==> src/hw/aux_fifo_defines.svh <==
`ifndef AUX_FIFO_DEFINES_SVH
`define AUX_FIFO_DEFINES_SVH

// register addresses on the serial register port
`define TEMP_LOW_ADDR 8'h20
`define TEMP_HIGH_ADDR 8'h21
`define REG_READ_IDLE 8'h00

// system clock and temperature output rates
`define CLK_SYS_HZ 40000000
`define TEMP_RATE_FAST_HZ 52
`define TEMP_RATE_MID_HZ 26
`define TEMP_RATE_SLOW_HZ_X2 25

// decimation codes
`define DEC_OFF 3'h0
`define DEC_NONE 3'h1
`define DEC_BY2 3'h2
`define DEC_BY3 3'h3
`define DEC_BY4 3'h4
`define DEC_BY8 3'h5
`define DEC_BY16 3'h6
`define DEC_BY32 3'h7

// record geometry: six bytes are three words
`define WORDS_PER_RECORD 3'h3
`define STAGE_WORDS 6
`define BYTE_UNUSED 8'h00
`define WORD_UNUSED 16'h0000

// data fifo
`define DATA_FIFO_WIDTH 16
`define DATA_FIFO_DEPTH 8

`endif

==> src/hw/aux_fifo_pkg.sv <==
package aux_fifo_pkg;
  typedef logic [15:0] word_t;
  typedef logic [5:0] dec_count_t;
  typedef enum logic {SEQ_IDLE, SEQ_PUSH} seq_e;
endpackage

==> src/hw/fifo_link_if.sv <==
`timescale 1ns/1ps
`default_nettype none
interface fifo_link_if #(parameter int WIDTH = 16);
  logic wrValid;
  logic wrReady;
  logic [WIDTH-1:0] wrData;
  logic rdValid;
  logic rdReady;
  logic [WIDTH-1:0] rdData;
  modport user (output wrValid, output wrData, input wrReady,
                input rdValid, input rdData, output rdReady);
  modport store (input wrValid, input wrData, output wrReady,
                 output rdValid, output rdData, input rdReady);
endinterface
`default_nettype wire

==> src/hw/aux_dataset_fifo.sv <==
`timescale 1ns/1ps
`default_nettype none
`include "aux_fifo_defines.svh"
// Operation
// - high-byte mode keeps only upper 8 bits
// - order accel X, gyro X, ... gyro Z
// - packed bytes are set one, no set two
// - timestamp and steps packed in six bytes
// - timestamp record needs enable, set-four decimation
// - step trigger picks trigger rate or steps
// - temperature set four when timestamp off, enabled
// - temperature bytes three and four only
// - temperature off when both sensors down
// - temperature rate 12.5, 26 or 52 Hz
// - temperature ready flag, optional second pin
// - 16-bit two's complement, 256 per degree
// - byte-order bit swaps high and low registers
module aux_dataset_fifo #(
  parameter int TEMP_DIV_FAST = `CLK_SYS_HZ / `TEMP_RATE_FAST_HZ,
  parameter int TEMP_DIV_MID = `CLK_SYS_HZ / `TEMP_RATE_MID_HZ,
  parameter int TEMP_DIV_SLOW = `CLK_SYS_HZ * 2 / `TEMP_RATE_SLOW_HZ_X2,
  parameter int FIFO_DEPTH = `DATA_FIFO_DEPTH
) (
  input wire logic clk_sys,                  // system clock
  input wire logic srst,                     // sync reset, high
  input wire logic onlyHighData,             // high-byte-only mode
  input wire logic [2:0] gyro_decimation_code,   // set one decimation
  input wire logic [2:0] accel_decimation_code,  // set two decimation
  input wire logic timestamp_step_batch_enable,  // timestamp record enable
  input wire logic step_trigger_select,      // 1: record per step
  input wire logic [2:0] fourth_set_decimation_code, // set four decimation
  input wire logic tempBatchEnable,          // temperature as set four
  input wire logic dataValidSelect,          // sample-valid select
  input wire logic fifoTrigger,              // trigger-rate tick, pulse
  input wire logic stepDetected,             // step event, pulse
  input wire logic [15:0] accelX,            // accel samples
  input wire logic [15:0] accelY,            // accel samples
  input wire logic [15:0] accelZ,            // accel samples
  input wire logic [15:0] gyroX,             // gyro samples
  input wire logic [15:0] gyroY,             // gyro samples
  input wire logic [15:0] gyroZ,             // gyro samples
  input wire logic [23:0] timestamp,         // timestamp counter
  input wire logic [15:0] stepCount,         // step counter
  input wire logic accelPowerDown,           // accel off
  input wire logic gyroPowerDown,            // gyro off
  input wire logic accelLowPower12Hz,        // accel 12.5 Hz low power
  input wire logic accelLowPower26Hz,        // accel 26 Hz low power
  input wire logic [15:0] tempConversion,    // temperature converter code
  input wire logic temperature_ready_routing, // route ready to pin
  input wire logic byte_order_swap,          // swap temp registers
  input wire logic regRdEn,                  // register read strobe
  input wire logic [7:0] regAddr,            // register address
  output logic [7:0] regRdData,              // register read data
  output logic temperature_ready_flag,       // new temperature data
  output logic second_interrupt_pin,         // second interrupt pin
  input wire logic fifoOutReady,             // host drains a word
  output logic fifoOutValid,                 // word available
  output logic [15:0] fifoOutWord,           // drained word
  output logic recordDropped                 // trigger lost, pulse
);
  localparam int CW = 24;
  if (TEMP_DIV_FAST < 1 || TEMP_DIV_MID < 1 || TEMP_DIV_SLOW < 1 ||
      TEMP_DIV_SLOW >= (1 << CW)) begin : g_chk
    $error("temperature divider out of range");
  end

  fifo_link_if #(.WIDTH(`DATA_FIFO_WIDTH)) lnk ();
  word_fifo #(.WIDTH(`DATA_FIFO_WIDTH), .DEPTH(FIFO_DEPTH)) u_fifo (
    .clk_sys(clk_sys),
    .srst(srst),
    .lnk(lnk)
  );

  function automatic aux_fifo_pkg::dec_count_t decFactor(input logic [2:0] code);
    case (code)
      `DEC_BY2: decFactor = 6'h02;
      `DEC_BY3: decFactor = 6'h03;
      `DEC_BY4: decFactor = 6'h04;
      `DEC_BY8: decFactor = 6'h08;
      `DEC_BY16: decFactor = 6'h10;
      `DEC_BY32: decFactor = 6'h20;
      default: decFactor = 6'h01;
    endcase
  endfunction

  // temperature timebase
  logic [CW-1:0] tempCnt_ff, nxt_tempCnt, tempDiv;
  logic tempOn, tempTick;
  logic [15:0] tempData_ff, nxt_tempData;
  logic tempReady_ff, nxt_tempReady, intPin_ff, nxt_intPin;

  always_comb begin
    if (!gyroPowerDown) begin
      tempDiv = CW'(TEMP_DIV_FAST);
    end else if (accelLowPower12Hz) begin
      tempDiv = CW'(TEMP_DIV_SLOW);
    end else if (accelLowPower26Hz) begin
      tempDiv = CW'(TEMP_DIV_MID);
    end else begin
      tempDiv = CW'(TEMP_DIV_FAST);
    end
  end

  assign tempOn = !(accelPowerDown && gyroPowerDown);
  assign tempTick = tempOn && (tempCnt_ff >= tempDiv - 1'b1);

  logic readHigh;
  assign readHigh = regRdEn && (regAddr == `TEMP_HIGH_ADDR);

  always_comb begin
    nxt_tempCnt = tempCnt_ff + 1'b1;
    if (!tempOn || tempTick) begin
      nxt_tempCnt = '0;
    end
    // code is two's complement, 256 per degree, zero at 25 C
    nxt_tempData = tempTick ? tempConversion : tempData_ff;
    // a new sample wins over the clearing read
    nxt_tempReady = tempTick || (tempReady_ff && !readHigh);
    nxt_intPin = temperature_ready_routing && nxt_tempReady;
  end

  always_ff @(posedge clk_sys) begin
    if (srst) begin
      tempCnt_ff <= '0;
      tempData_ff <= `WORD_UNUSED;
      tempReady_ff <= 1'b0;
      intPin_ff <= 1'b0;
    end else begin
      tempCnt_ff <= nxt_tempCnt;
      tempData_ff <= nxt_tempData;
      tempReady_ff <= nxt_tempReady;
      intPin_ff <= nxt_intPin;
    end
  end

  assign temperature_ready_flag = tempReady_ff;
  assign second_interrupt_pin = intPin_ff;

  // register read port
  logic [7:0] rdData_ff, nxt_rdData;
  always_comb begin
    nxt_rdData = rdData_ff;
    if (regRdEn) begin
      case (regAddr)
        `TEMP_LOW_ADDR: nxt_rdData = byte_order_swap ? tempData_ff[15:8] : tempData_ff[7:0];
        `TEMP_HIGH_ADDR: nxt_rdData = byte_order_swap ? tempData_ff[7:0] : tempData_ff[15:8];
        default: nxt_rdData = `REG_READ_IDLE;
      endcase
    end
  end
  always_ff @(posedge clk_sys) begin
    if (srst) begin
      rdData_ff <= `REG_READ_IDLE;
    end else begin
      rdData_ff <= nxt_rdData;
    end
  end
  assign regRdData = rdData_ff;

  // data set triggers and decimation
  logic set1Trig, set4Trig, set1Fire, set4Fire, tsMode, tempMode, launch;
  aux_fifo_pkg::dec_count_t dec1_ff, dec4_ff, nxt_dec1, nxt_dec4;
  aux_fifo_pkg::seq_e state_ff, nxt_state;

  // accel decimation must be off here; host keeps it so
  assign set1Trig = onlyHighData && (gyro_decimation_code != `DEC_OFF) && fifoTrigger;
  assign tsMode = timestamp_step_batch_enable;
  assign tempMode = !timestamp_step_batch_enable && tempBatchEnable;
  always_comb begin
    set4Trig = 1'b0;
    if (fourth_set_decimation_code != `DEC_OFF) begin
      if (tsMode && !dataValidSelect && step_trigger_select) begin
        set4Trig = stepDetected;
      end else if (tsMode || tempMode) begin
        set4Trig = fifoTrigger;
      end
    end
  end
  assign set1Fire = set1Trig && (dec1_ff == '0);
  assign set4Fire = set4Trig && (dec4_ff == '0);
  assign launch = (state_ff == aux_fifo_pkg::SEQ_IDLE) && (set1Fire || set4Fire);

  always_comb begin
    nxt_dec1 = dec1_ff;
    nxt_dec4 = dec4_ff;
    if (set1Trig) begin
      nxt_dec1 = set1Fire ? decFactor(gyro_decimation_code) - 1'b1 : dec1_ff - 1'b1;
    end
    if (set4Trig) begin
      nxt_dec4 = set4Fire ? decFactor(fourth_set_decimation_code) - 1'b1 : dec4_ff - 1'b1;
    end
  end

  // record staging: up to two six-byte records
  aux_fifo_pkg::word_t stage_ff [`STAGE_WORDS];
  aux_fifo_pkg::word_t nxt_stage [`STAGE_WORDS];
  aux_fifo_pkg::word_t rec1 [3];
  aux_fifo_pkg::word_t rec4 [3];
  logic [2:0] cnt_ff, nxt_cnt, idx_ff, nxt_idx;
  logic dropped_ff, nxt_dropped;

  always_comb begin
    // word low byte is the earlier byte of the record
    rec1[0] = {gyroX[15:8], accelX[15:8]};
    rec1[1] = {gyroY[15:8], accelY[15:8]};
    rec1[2] = {gyroZ[15:8], accelZ[15:8]};
    if (tsMode) begin
      rec4[0] = {timestamp[23:16], timestamp[15:8]};
      rec4[1] = {timestamp[7:0], `BYTE_UNUSED};
      rec4[2] = stepCount;
    end else begin
      rec4[0] = `WORD_UNUSED;
      rec4[1] = tempData_ff;
      rec4[2] = `WORD_UNUSED;
    end
  end

  always_comb begin
    nxt_state = state_ff;
    nxt_cnt = cnt_ff;
    nxt_idx = idx_ff;
    nxt_stage = stage_ff;
    // single staging buffer; triggers during a push are lost
    nxt_dropped = (state_ff == aux_fifo_pkg::SEQ_PUSH) && (set1Fire || set4Fire);
    case (state_ff)
      aux_fifo_pkg::SEQ_IDLE: begin
        if (launch) begin
          nxt_idx = '0;
          nxt_state = aux_fifo_pkg::SEQ_PUSH;
          // set two never staged in high-byte mode
          if (set1Fire) begin
            for (int i = 0; i < 3; i++) begin
              nxt_stage[i] = rec1[i];
              nxt_stage[i+3] = rec4[i];
            end
            nxt_cnt = set4Fire ? 3'(`STAGE_WORDS) : `WORDS_PER_RECORD;
          end else begin
            for (int i = 0; i < 3; i++) begin
              nxt_stage[i] = rec4[i];
            end
            nxt_cnt = `WORDS_PER_RECORD;
          end
        end
      end
      aux_fifo_pkg::SEQ_PUSH: begin
        if (lnk.wrReady) begin
          nxt_idx = idx_ff + 1'b1;
          if (idx_ff == cnt_ff - 1'b1) begin
            nxt_state = aux_fifo_pkg::SEQ_IDLE;
          end
        end
      end
      default: nxt_state = aux_fifo_pkg::SEQ_IDLE;
    endcase
  end

  always_ff @(posedge clk_sys) begin
    if (srst) begin
      state_ff <= aux_fifo_pkg::SEQ_IDLE;
      cnt_ff <= '0;
      idx_ff <= '0;
      dec1_ff <= '0;
      dec4_ff <= '0;
      dropped_ff <= 1'b0;
      for (int i = 0; i < `STAGE_WORDS; i++) begin
        stage_ff[i] <= `WORD_UNUSED;
      end
    end else begin
      state_ff <= nxt_state;
      cnt_ff <= nxt_cnt;
      idx_ff <= nxt_idx;
      dec1_ff <= nxt_dec1;
      dec4_ff <= nxt_dec4;
      dropped_ff <= nxt_dropped;
      stage_ff <= nxt_stage;
    end
  end
  assign recordDropped = dropped_ff;

  // fifo fill stalls the push; output stage keeps ports registered
  assign lnk.wrValid = (state_ff == aux_fifo_pkg::SEQ_PUSH);
  assign lnk.wrData = stage_ff[idx_ff];

  logic outValid_ff, nxt_outValid;
  logic [15:0] outWord_ff, nxt_outWord;
  assign lnk.rdReady = !outValid_ff || fifoOutReady;
  always_comb begin
    nxt_outValid = outValid_ff;
    nxt_outWord = outWord_ff;
    if (lnk.rdReady) begin
      nxt_outValid = lnk.rdValid;
      if (lnk.rdValid) begin
        nxt_outWord = lnk.rdData;
      end
    end
  end
  always_ff @(posedge clk_sys) begin
    if (srst) begin
      outValid_ff <= 1'b0;
      outWord_ff <= `WORD_UNUSED;
    end else begin
      outValid_ff <= nxt_outValid;
      outWord_ff <= nxt_outWord;
    end
  end
  assign fifoOutValid = outValid_ff;
  assign fifoOutWord = outWord_ff;

  // checks
  property p_tempOff;
    @(posedge clk_sys) disable iff (srst)
      (accelPowerDown && gyroPowerDown) [*2] |-> $stable(tempData_ff) && !tempTick;
  endproperty
  a_tempOff: assert property (p_tempOff) else $error("temperature sampled while off");

  property p_rateGyro;
    @(posedge clk_sys) disable iff (srst) !gyroPowerDown |-> tempDiv == CW'(TEMP_DIV_FAST);
  endproperty
  a_rateGyro: assert property (p_rateGyro) else $error("wrong rate with gyro on");

  property p_readyPin;
    @(posedge clk_sys) disable iff (srst)
      tempTick && temperature_ready_routing |=> second_interrupt_pin && temperature_ready_flag;
  endproperty
  a_readyPin: assert property (p_readyPin) else $error("ready not on pin");

  property p_swap;
    @(posedge clk_sys) disable iff (srst)
      regRdEn && regAddr == `TEMP_LOW_ADDR && byte_order_swap && !tempTick
      |=> regRdData == tempData_ff[15:8];
  endproperty
  a_swap: assert property (p_swap) else $error("low register not swapped");

  property p_highBytes;
    @(posedge clk_sys) disable iff (srst)
      launch && set1Fire |=> stage_ff[0] == {$past(gyroX[15:8]), $past(accelX[15:8])}
        && stage_ff[2] == {$past(gyroZ[15:8]), $past(accelZ[15:8])};
  endproperty
  a_highBytes: assert property (p_highBytes) else $error("high-byte record wrong");

  property p_noSetTwo;
    @(posedge clk_sys) disable iff (srst)
      launch && set1Fire && !set4Fire |=> cnt_ff == `WORDS_PER_RECORD;
  endproperty
  a_noSetTwo: assert property (p_noSetTwo) else $error("extra words staged");

  property p_stepTrig;
    @(posedge clk_sys) disable iff (srst)
      set4Fire && tsMode && !dataValidSelect && step_trigger_select |-> stepDetected;
  endproperty
  a_stepTrig: assert property (p_stepTrig) else $error("step record without step");

  property p_tempGate;
    @(posedge clk_sys) disable iff (srst) set4Fire && !tsMode |-> tempBatchEnable;
  endproperty
  a_tempGate: assert property (p_tempGate) else $error("temperature stored when disabled");

  property p_threeWords;
    @(posedge clk_sys) disable iff (srst)
      launch && !set1Fire |=> lnk.wrValid ##1 lnk.wrValid ##1 lnk.wrValid;
  endproperty
  a_threeWords: assert property (p_threeWords) else $error("record not three words");

  c_hiRecord: cover property (@(posedge clk_sys) disable iff (srst) launch && set1Fire);
  c_stepRecord: cover property (@(posedge clk_sys) disable iff (srst)
    launch && set4Fire && tsMode && step_trigger_select);
  c_tempRecord: cover property (@(posedge clk_sys) disable iff (srst) launch && tempMode);
  c_fifoFull: cover property (@(posedge clk_sys) disable iff (srst) !lnk.wrReady);
endmodule
`default_nettype wire

==> src/hw/word_fifo.sv <==
`timescale 1ns/1ps
`default_nettype none
module word_fifo #(
  parameter int WIDTH = 16,
  parameter int DEPTH = 8
) (
  input wire logic clk_sys,   // system clock
  input wire logic srst,      // sync reset, high
  fifo_link_if.store lnk      // fill and drain sides
);
  localparam int AW = $clog2(DEPTH);

  if (DEPTH < 2 || (1 << AW) != DEPTH) begin : g_chk
    $error("word_fifo depth must be a power of two of at least 2");
  end

  logic [WIDTH-1:0] mem [DEPTH];
  logic [AW:0] wrPtr_ff, rdPtr_ff, nxt_wrPtr, nxt_rdPtr;
  logic full, empty, doWr, doRd;

  assign full = (wrPtr_ff[AW] != rdPtr_ff[AW]) && (wrPtr_ff[AW-1:0] == rdPtr_ff[AW-1:0]);
  assign empty = (wrPtr_ff == rdPtr_ff);
  assign lnk.wrReady = !full;
  assign lnk.rdValid = !empty;
  assign lnk.rdData = mem[rdPtr_ff[AW-1:0]];
  assign doWr = lnk.wrValid && !full;
  assign doRd = lnk.rdReady && !empty;

  always_comb begin
    nxt_wrPtr = doWr ? wrPtr_ff + 1'b1 : wrPtr_ff;
    nxt_rdPtr = doRd ? rdPtr_ff + 1'b1 : rdPtr_ff;
  end

  always_ff @(posedge clk_sys) begin
    if (srst) begin
      wrPtr_ff <= '0;
      rdPtr_ff <= '0;
    end else begin
      wrPtr_ff <= nxt_wrPtr;
      rdPtr_ff <= nxt_rdPtr;
    end
  end

  // storage has no reset; pointers guard it
  always_ff @(posedge clk_sys) begin
    if (doWr) begin
      mem[wrPtr_ff[AW-1:0]] <= lnk.wrData;
    end
  end

  property p_noOverfill;
    @(posedge clk_sys) disable iff (srst) full |=> $stable(wrPtr_ff) || doRd;
  endproperty
  a_noOverfill: assert property (p_noOverfill) else $error("fifo written while full");
endmodule
`default_nettype wire

==> config.mk <==
export PLATFORM = sky130hd
export DESIGN_NAME = aux_dataset_fifo
export DESIGN_NICKNAME = d
export VERILOG_FILES = /design/src/hw/aux_fifo_pkg.sv /design/src/hw/fifo_link_if.sv /design/src/hw/aux_dataset_fifo.sv /design/src/hw/word_fifo.sv
export VERILOG_INCLUDE_DIRS = /design/src /design/src/hw
export SDC_FILE = /design/constraint.sdc
export NUM_CORES = 1
export LEC_CHECK = 0
export BUFFER_PORTS_ARGS = -buffer_cell sky130_fd_sc_hd__buf_2
export CORE_ASPECT_RATIO = 1.2
export CORE_MARGIN = 5
export CORE_UTILIZATION = 46
export DETAILED_ROUTE_END_ITERATION = 12
export GPL_TIMING_DRIVEN = 0
export PLACE_DENSITY = 0.67
export RECOVER_POWER = 50
export SYNTH_ARGS = -nofsm -noshare
export SYNTH_HDL_FRONTEND = slang
export SYNTH_SLANG_ARGS = --single-unit
==> constraint.sdc <==
create_clock -name clk_sys -period 5.2 [get_ports clk_sys]
set_clock_uncertainty 0.05 [all_clocks]
set_input_delay 1.56 -clock clk_sys [delete_from_list [all_inputs] [get_ports clk_sys]]
set_output_delay 1.56 -clock clk_sys [all_outputs]
set_load 0.03 [all_outputs]
## Word level (Yosys, flattened, before mapping)

Memory sizes are Yosys's and may differ from the RTL's. A register that Yosys moved wholly into a read port is not among the register bits.
Index checks and enable logic that the tools add are counted.

- $add $sub $neg: 10
- $lt $le $gt $ge: 2
- Equal/unequal tests: 20
- Mux-type cells: 31
- Bitwise logic cells: 3
- Reduce and logical (&&, ||, !) cells: 38

Operators by type and width:

| cell | count |
|---|---|
| $mux W48 | 2 |
| $pmux W6 S6 | 2 |
| $bmux W16 S3 | 1 |
| $mux W24 | 2 |
| $mux W16 | 2 |
| $add A24 B1 Y24 const B | 1 |
| $eq A3 B3 Y1 const B | 8 |
| $ge A24 B24 Y1 | 1 |
| $mux W6 | 4 |
| $sub A24 B1 Y24 const B | 1 |
| $sub A6 B1 Y6 const B | 4 |
| $mux W21 | 1 |
| $logic_and A1 B1 Y1 | 17 |
| $eq A8 B6 Y1 const B | 2 |
| $mux W8 | 2 |
| $pmux W8 S2 | 1 |
| $eq A3 B2 Y1 const B | 4 |
| $logic_not A6 Y1 | 2 |
| $mux W3 | 4 |
| $add A4 B1 Y4 const B | 2 |
| $mux W1 | 8 |
| $logic_not A1 Y1 | 7 |
| $eq A3 B3 Y1 | 2 |
| $pmux W3 S2 | 1 |
| other kinds (14) | 23 |

- Flip-flop bits (word level): 175
- Bits in writable memories: 128
- Input bits: 186
- Output and inout bits: 28
- Word-level logic and storage cells: 125
- Memories: 1

Memory list:

| memory | depth | width | rd ports | clocked after memory_dff | wr ports | RTL line | source |
|---|---|---|---|---|---|---|---|
| u_fifo.mem | 8 | 16 | 1 | 1 | 1 | word_fifo.sv:17 | `logic [WIDTH-1:0] mem [DEPTH];` |

## Logic depth before layout (Yosys ltp)

- Depth in word-level cells: 11
- Depth in mapped cells: 15
- Depth with buffers taken out: 12

## Cells and area by module

A second synthesis with hierarchy kept.

- Cells, all modules: 1374
- Area, all modules: 14740.4 sq um

By module, submodules not included:

| module | times used | cells each | area each (sq um) |
|---|---|---|---|
| aux_dataset_fifo | 1 | 1104 | 9178.8 |
| word_fifo | 1 | 270 | 5561.6 |

## Least setup slack after synthesis

Ideal clock, no wire load.

- Kind: input to register
- Start: in accelLowPower12Hz
- End: reg tempReady_ff (netlist: temperature_ready_flag)
- Data arrival time: 4072 ps
- Required time: 5035 ps
- Setup slack: 963 ps
- Stages: 13
- Buffers on the path: 2
- Path through: o21ai_0 > inv_1 > ha_1 > ha_1 > xnor2_1 > ha_1 > and4_2 > a221oi_1 > o221ai_2 > a21boi_1 > buf_6 > buf_12 > o21a_1

- Longest elaborated chain between the ends: 6

Ends and longest elaborated chain:

| element | RTL line | source |
|---|---|---|
| from (decl) | aux_dataset_fifo.sv:46 | `input wire logic accelLowPower12Hz,` |
| $mux W24 | aux_dataset_fifo.sv:95 | `end else if (accelLowPower12Hz) begin` |
| $mux W24 | aux_dataset_fifo.sv:93 | `if (!gyroPowerDown) begin` |
| $sub A24 B1 Y24 | aux_dataset_fifo.sv:105 | `assign tempTick = tempOn && (tempCnt_ff >= tempDiv - 1'b1);` |
| $ge A24 B24 Y1 | aux_dataset_fifo.sv:105 |  |
| $logic_and A1 B1 Y1 | aux_dataset_fifo.sv:105 |  |
| $logic_or A1 B1 Y1 | aux_dataset_fifo.sv:118 | `nxt_tempReady = tempTick \|\| (tempReady_ff && !readHigh);` |
| to (signal assigned) | aux_dataset_fifo.sv:131 | `tempReady_ff <= nxt_tempReady;` |
| to (decl) | aux_dataset_fifo.sv:90 | `logic tempReady_ff, nxt_tempReady, intPin_ff, nxt_intPin;` |

No other way between the ends.
A chain may end at the register's enable or synchronous reset.

## Worst setup path after layout

- Start: in accelLowPower12Hz
- End: reg tempData_ff[12]

- Longest elaborated chain between the ends: 5

Ends and longest elaborated chain:

| element | RTL line | source |
|---|---|---|
| $mux W24 | aux_dataset_fifo.sv:95 |  |
| $mux W24 | aux_dataset_fifo.sv:93 |  |
| $sub A24 B1 Y24 | aux_dataset_fifo.sv:105 |  |
| $ge A24 B24 Y1 | aux_dataset_fifo.sv:105 |  |
| $logic_and A1 B1 Y1 | aux_dataset_fifo.sv:105 |  |
| to (signal assigned) | aux_dataset_fifo.sv:125 | `` tempData_ff <= `WORD_UNUSED; `` |
| to (signal assigned) | aux_dataset_fifo.sv:130 | `tempData_ff <= nxt_tempData;` |
| to (decl) | aux_dataset_fifo.sv:89 | `logic [15:0] tempData_ff, nxt_tempData;` |

No other way between the ends.

==> summary.md <==
| Metric | Value |
|---|---|
| Status | `finished with violations` |
| Violations in the final reports | `max-capacitance violations, max-slew violations` |
| Post-synthesis to final-layout area growth | `17.15%` |
| Core outline area | `between 30000 and 40000 µm²` |
| Most area-hungry cell type in the Yosys netlist | `edfxtp_1` |
| Synth cell types | `70` |
| Clk sink count | `between 300 and 400` |
| Clk root buf | `clkbuf_16` |
| Final routed wirelength across all metal layers | `around 40000 µm` |
| Number of max-capacitance violations reported | `2` |
| Top routing layer in use | `met4` |
| Worst-path cell chain | `buf_2, o21ai_0, inv_1, ha_1, ha_1, o21ai_0, ha_1, a21oi_1, o21ai_0, a2111oi_4, o221ai_2, a21boi_1, buf_6, buf_12, mux2i_1` |
| Worst Path Max Fanout | `10` |
| Total power after layout | `6602 µW` |
| Length of routed wiring on met1 | `~16000 µm` |
| Worst Setup Path Type | `in -> reg` |
| Total congestion overflow after global routing | `0` |
| Number of antenna-violating nets in the routed design | `0` |
| Type of destination of the critical path | `flop` |
| Number of slew-limit violations in the final report | `15` |
| Final weighted congestion in routability-driven placement | `0.9150` |
| RSZ-0062 raised after global routing | `no` |
| Initial cell density of the core | `46.20%` |
| Hold-fix buffers, CTS | `0` |
| Clock tree from TritonCTS | `yes` |
| Via density | `5.534` |
| Hold Vio Cnt, Final | `0` |
| Total area of multi-input combinational cells | `just over 6000 µm²` |
| Data arrival time at the worst-slack endpoint | `approximately 4.7 ns` |
| CTS clock-pin slew for the worst setup and hold paths | `approximately 0.060 ns` |
| Critical path's slowest cell | `o21ai_0` |
| Number of setup buffers added after CTS | `0` |
| Count of boundary I/O pins | `214` |
| Placement Rows | `roughly 70` |
| Post-synthesis instance area | `about 14000 µm²` |
| Post-synth ARST share | `0%` |
| Post-CTS resize count | `0` |
| Mean instance size in the synthesized netlist | `around 11 µm²` |
| Primary flip-flop cell chosen by synthesis mapping | `dfxtp_1` |
| Sequential cell area | `7667 µm²` |
| Flops & latches, synth | `319` |
| Share of cells above drive strength 1 | `between 10% and 20%` |
| Yosys top cell area share | `between 20% and 30%` |
| Post-route DRC | `0` |
| Violation count after the first detailed-route iteration | `approximately 940` |
| Overall track demand over capacity in global routing | `22.53%` |
| Slew of the pin with the lowest slew margin | `around 1.6 ns` |
| YS warnings | `0` |
| Finished layout cell area | `between 15000 and 20000 µm²` |
| Routed met3 length | `approximately 2300 µm` |
| Global-route wire length before repair | `slightly above 60000 µm` |
| Maximum number of pins on one net before global-route repair | `15` |
| Synth top area cells | `edfxtp_1 27%, dfxtp_1 27%, mux4_2 7.5%` |
| Clock buffer count from CTS | `34` |
| Setup_tns | `0 ns` |
| Worst slew margin relative to its limit | `-6.497%` |
| Power per cell area | `between 300 and 400 nW/µm²` |
| Worst Path Buf+Inv | `4` |
| Peak per-stage delay on the critical path | `~0.44 ns` |
| Final setup violating endpoints | `0` |
| Overall die area | `~35000 µm²` |
| DIE WIDTH | `about 170 µm` |
| Number of I/O port buffers | `~160` |
| Worst IR Drop VDD | `slightly below 0.3 mV` |
| Maximum number of buffers from clock root to sink | `3` |
| Required time of the critical path | `about 5.6 ns` |
| Source-to-sink clock delay at the later pin of the worst-skew pair | `0.53 ns` |
| Total placed instance area | `between 15000 and 20000 µm²` |
| Count of flip-flops with a built-in enable after synthesis | `approximately 130` |
| Layout Nets | `around 1800` |
| Cell type group with the largest total delay on the critical path | `compound AO/OA/AOI/OAI gates` |
| Number of diodes added for antenna fixing | `0` |
| Routed met2 length | `20010 µm` |
| Sum of net half-perimeters after detailed placement | `between 20000 and 30000 µm` |
| Antenna violations before repair | `0` |
| Part of the Yosys area used for sequential elements | `53.22%` |
| Max H-tree Level | `2` |
| Via Count | `11110` |
| Critical path launch point type | `input pin` |
| Chip height | `about 200 µm` |
| Maximum clock frequency | `roughly 230 MHz` |
| Number of cells in the design after placement | `approximately 1900` |
| Instance count of the mapped netlist | `about 1400` |
| Final-layout fill cell count | `2798` |
| Number of global-route vias before repair | `approximately 11000` |
| Worst hold path type | `reg -> reg` |
| WL/cell | `~20 µm` |
| Minimum clock period after layout | `4.320 ns` |
| Detailed-router iteration count before antenna repair | `5` |
| Final Instance Count excl. Fillers | `around 2000` |
| Post-route fraction of the period consumed by the critical path | `about 83%` |
| Total leakage power | `roughly 0.006 µW` |
[worst paths after layout]
| kind | depth (start not counted) | slack (ns) | start | end |
|---|---|---|---|---|
| worst max-delay path | 15 | 0.88 | accelLowPower12Hz | tempData_ff[12] |
| worst min-delay path | 2 | 0.40 | stage_ff[78] | stage_ff[78] |
| worst max register to register | 7 | 0.98 | u_fifo.rdPtr_ff[2] | u_fifo.mem[0][11] |
| worst min register to register | 2 | 0.40 | stage_ff[78] | stage_ff[78] |
[placed cells by master, fill, tap and decap left out, types with 4 or more instances in the layout]
master,instances
nand3_1,77
nor2_1,99
edfxtp_1,128
buf_2,158
conb_1,4
o211ai_1,9
clkbuf_16,34
a31oi_1,5
dfxtp_1,191
o22ai_1,16
and3_1,4
ha_1,29
clkbuf_1,98
nand3b_1,16
bufinv_16,5
mux2i_1,68
a21oi_1,115
nor3_1,8
a211oi_1,29
a41oi_1,6
nand2_1,285
inv_1,35
clkinv_2,9
nand4_1,5
mux4_2,48
o21ai_0,9
xnor2_1,25
buf_4,4
nand2b_1,4
xor2_1,13
[final cells by class]
class	instances	area share, %
clock inverter	23	1.750
timing repair buffer	170	4.930
tap	401	2.973
inverter	36	0.8007
multi-input combinational	927	36.42
buffer	93	2.543
clock buffer	39	5.152
sequential	319	45.43
[synth_stat cells, drive strengths merged (2+ instances only)]
master  count
and2        4
nand3b     16
a41o        2
nor4        3
o21ai       9
clkbuf     48
nor3        8
mux2i      69
a41oi       7
and4        6
edfxtp    128
nor2b       2
a221oi      2
ha         29
dfxtp     191
nor3b       3
buf        45
nand3      77
inv        35
o211a       2
a21oi     115
nand2b      4
o221ai      3
and3        4
nand4       5
o211ai      9
o22ai      16
nand2     285
a31oi       6
xnor2      26
nor2      100
xor2       13
a31o        2
a21boi      2
a211oi     29
mux4       48
[state kept, by name (all words and copies together) (netlist names), 4 cells and up]
register         flops
u_fifo.rdPtr_ff      4
regRdData            8
dec1_ff              6
tempData_ff         16
stage_ff            96
fifoOutWord         16
dec4_ff              6
tempCnt_ff          24
u_fifo.mem         128
u_fifo.wrPtr_ff      4
[metrics by stage]
step           hold WS [ns]  worst slack (ns)  util [%]
3_5_place_dp         0.3923            0.3558     50.90
2_1_floorplan        0.3787            0.9630         -
3_3_place_gp         0.3850            0.3236     50.43
4_1_cts              0.4010            0.8849     54.64
5_1_grt              0.4146            0.6217     54.13
6_report             0.4004            0.8797     54.13
[tightest hold or removal path, cell delays in order, from the launching register on]
cell,delay [ns]
dfxtp_1,0.31
nand2_1,0.05
a21oi_1,0.05
[power breakdown]
part | total [µW] | switching [µW] | internal, µW | leakage (µW)
Combinational | 1280 | 803 | 476 | 0.00282
Sequential | 2820 | 71.3 | 2740 | 0.00274
Clock | 2510 | 1030 | 1470 | 0.000562
Total | 6600 | 1910 | 4690 | 0.00612
[metal layers]
layer / GRT usage (%) / vias to the layer above
met5: 0 / -
met4: 9.425 / 0
met3: 2.941 / 93
met2: 38.71 / 376
met1: 28.57 / 5331
li1: - / 5313
[cells by family (layout without fill, tap and decap cells)]
| logic type | after synthesis | count (layout) | share of synthesized area, % |
|---|---|---|---|
| mux | 117 | 117 | 12.32 |
| buf+inv | 129 | 361 | 4.030 |
| other cells | 1 | 4 | 0.02603 |
| fa+ha+maj | 29 | 29 | 2.519 |
| xor+xnor | 39 | 39 | 2.423 |
| compound gates | 214 | 214 | 9.545 |
| simple gates | 524 | 524 | 15.91 |
| flops | 319 | 319 | 53.22 |
No activity file was read; power rests on OpenSTA's default activity.
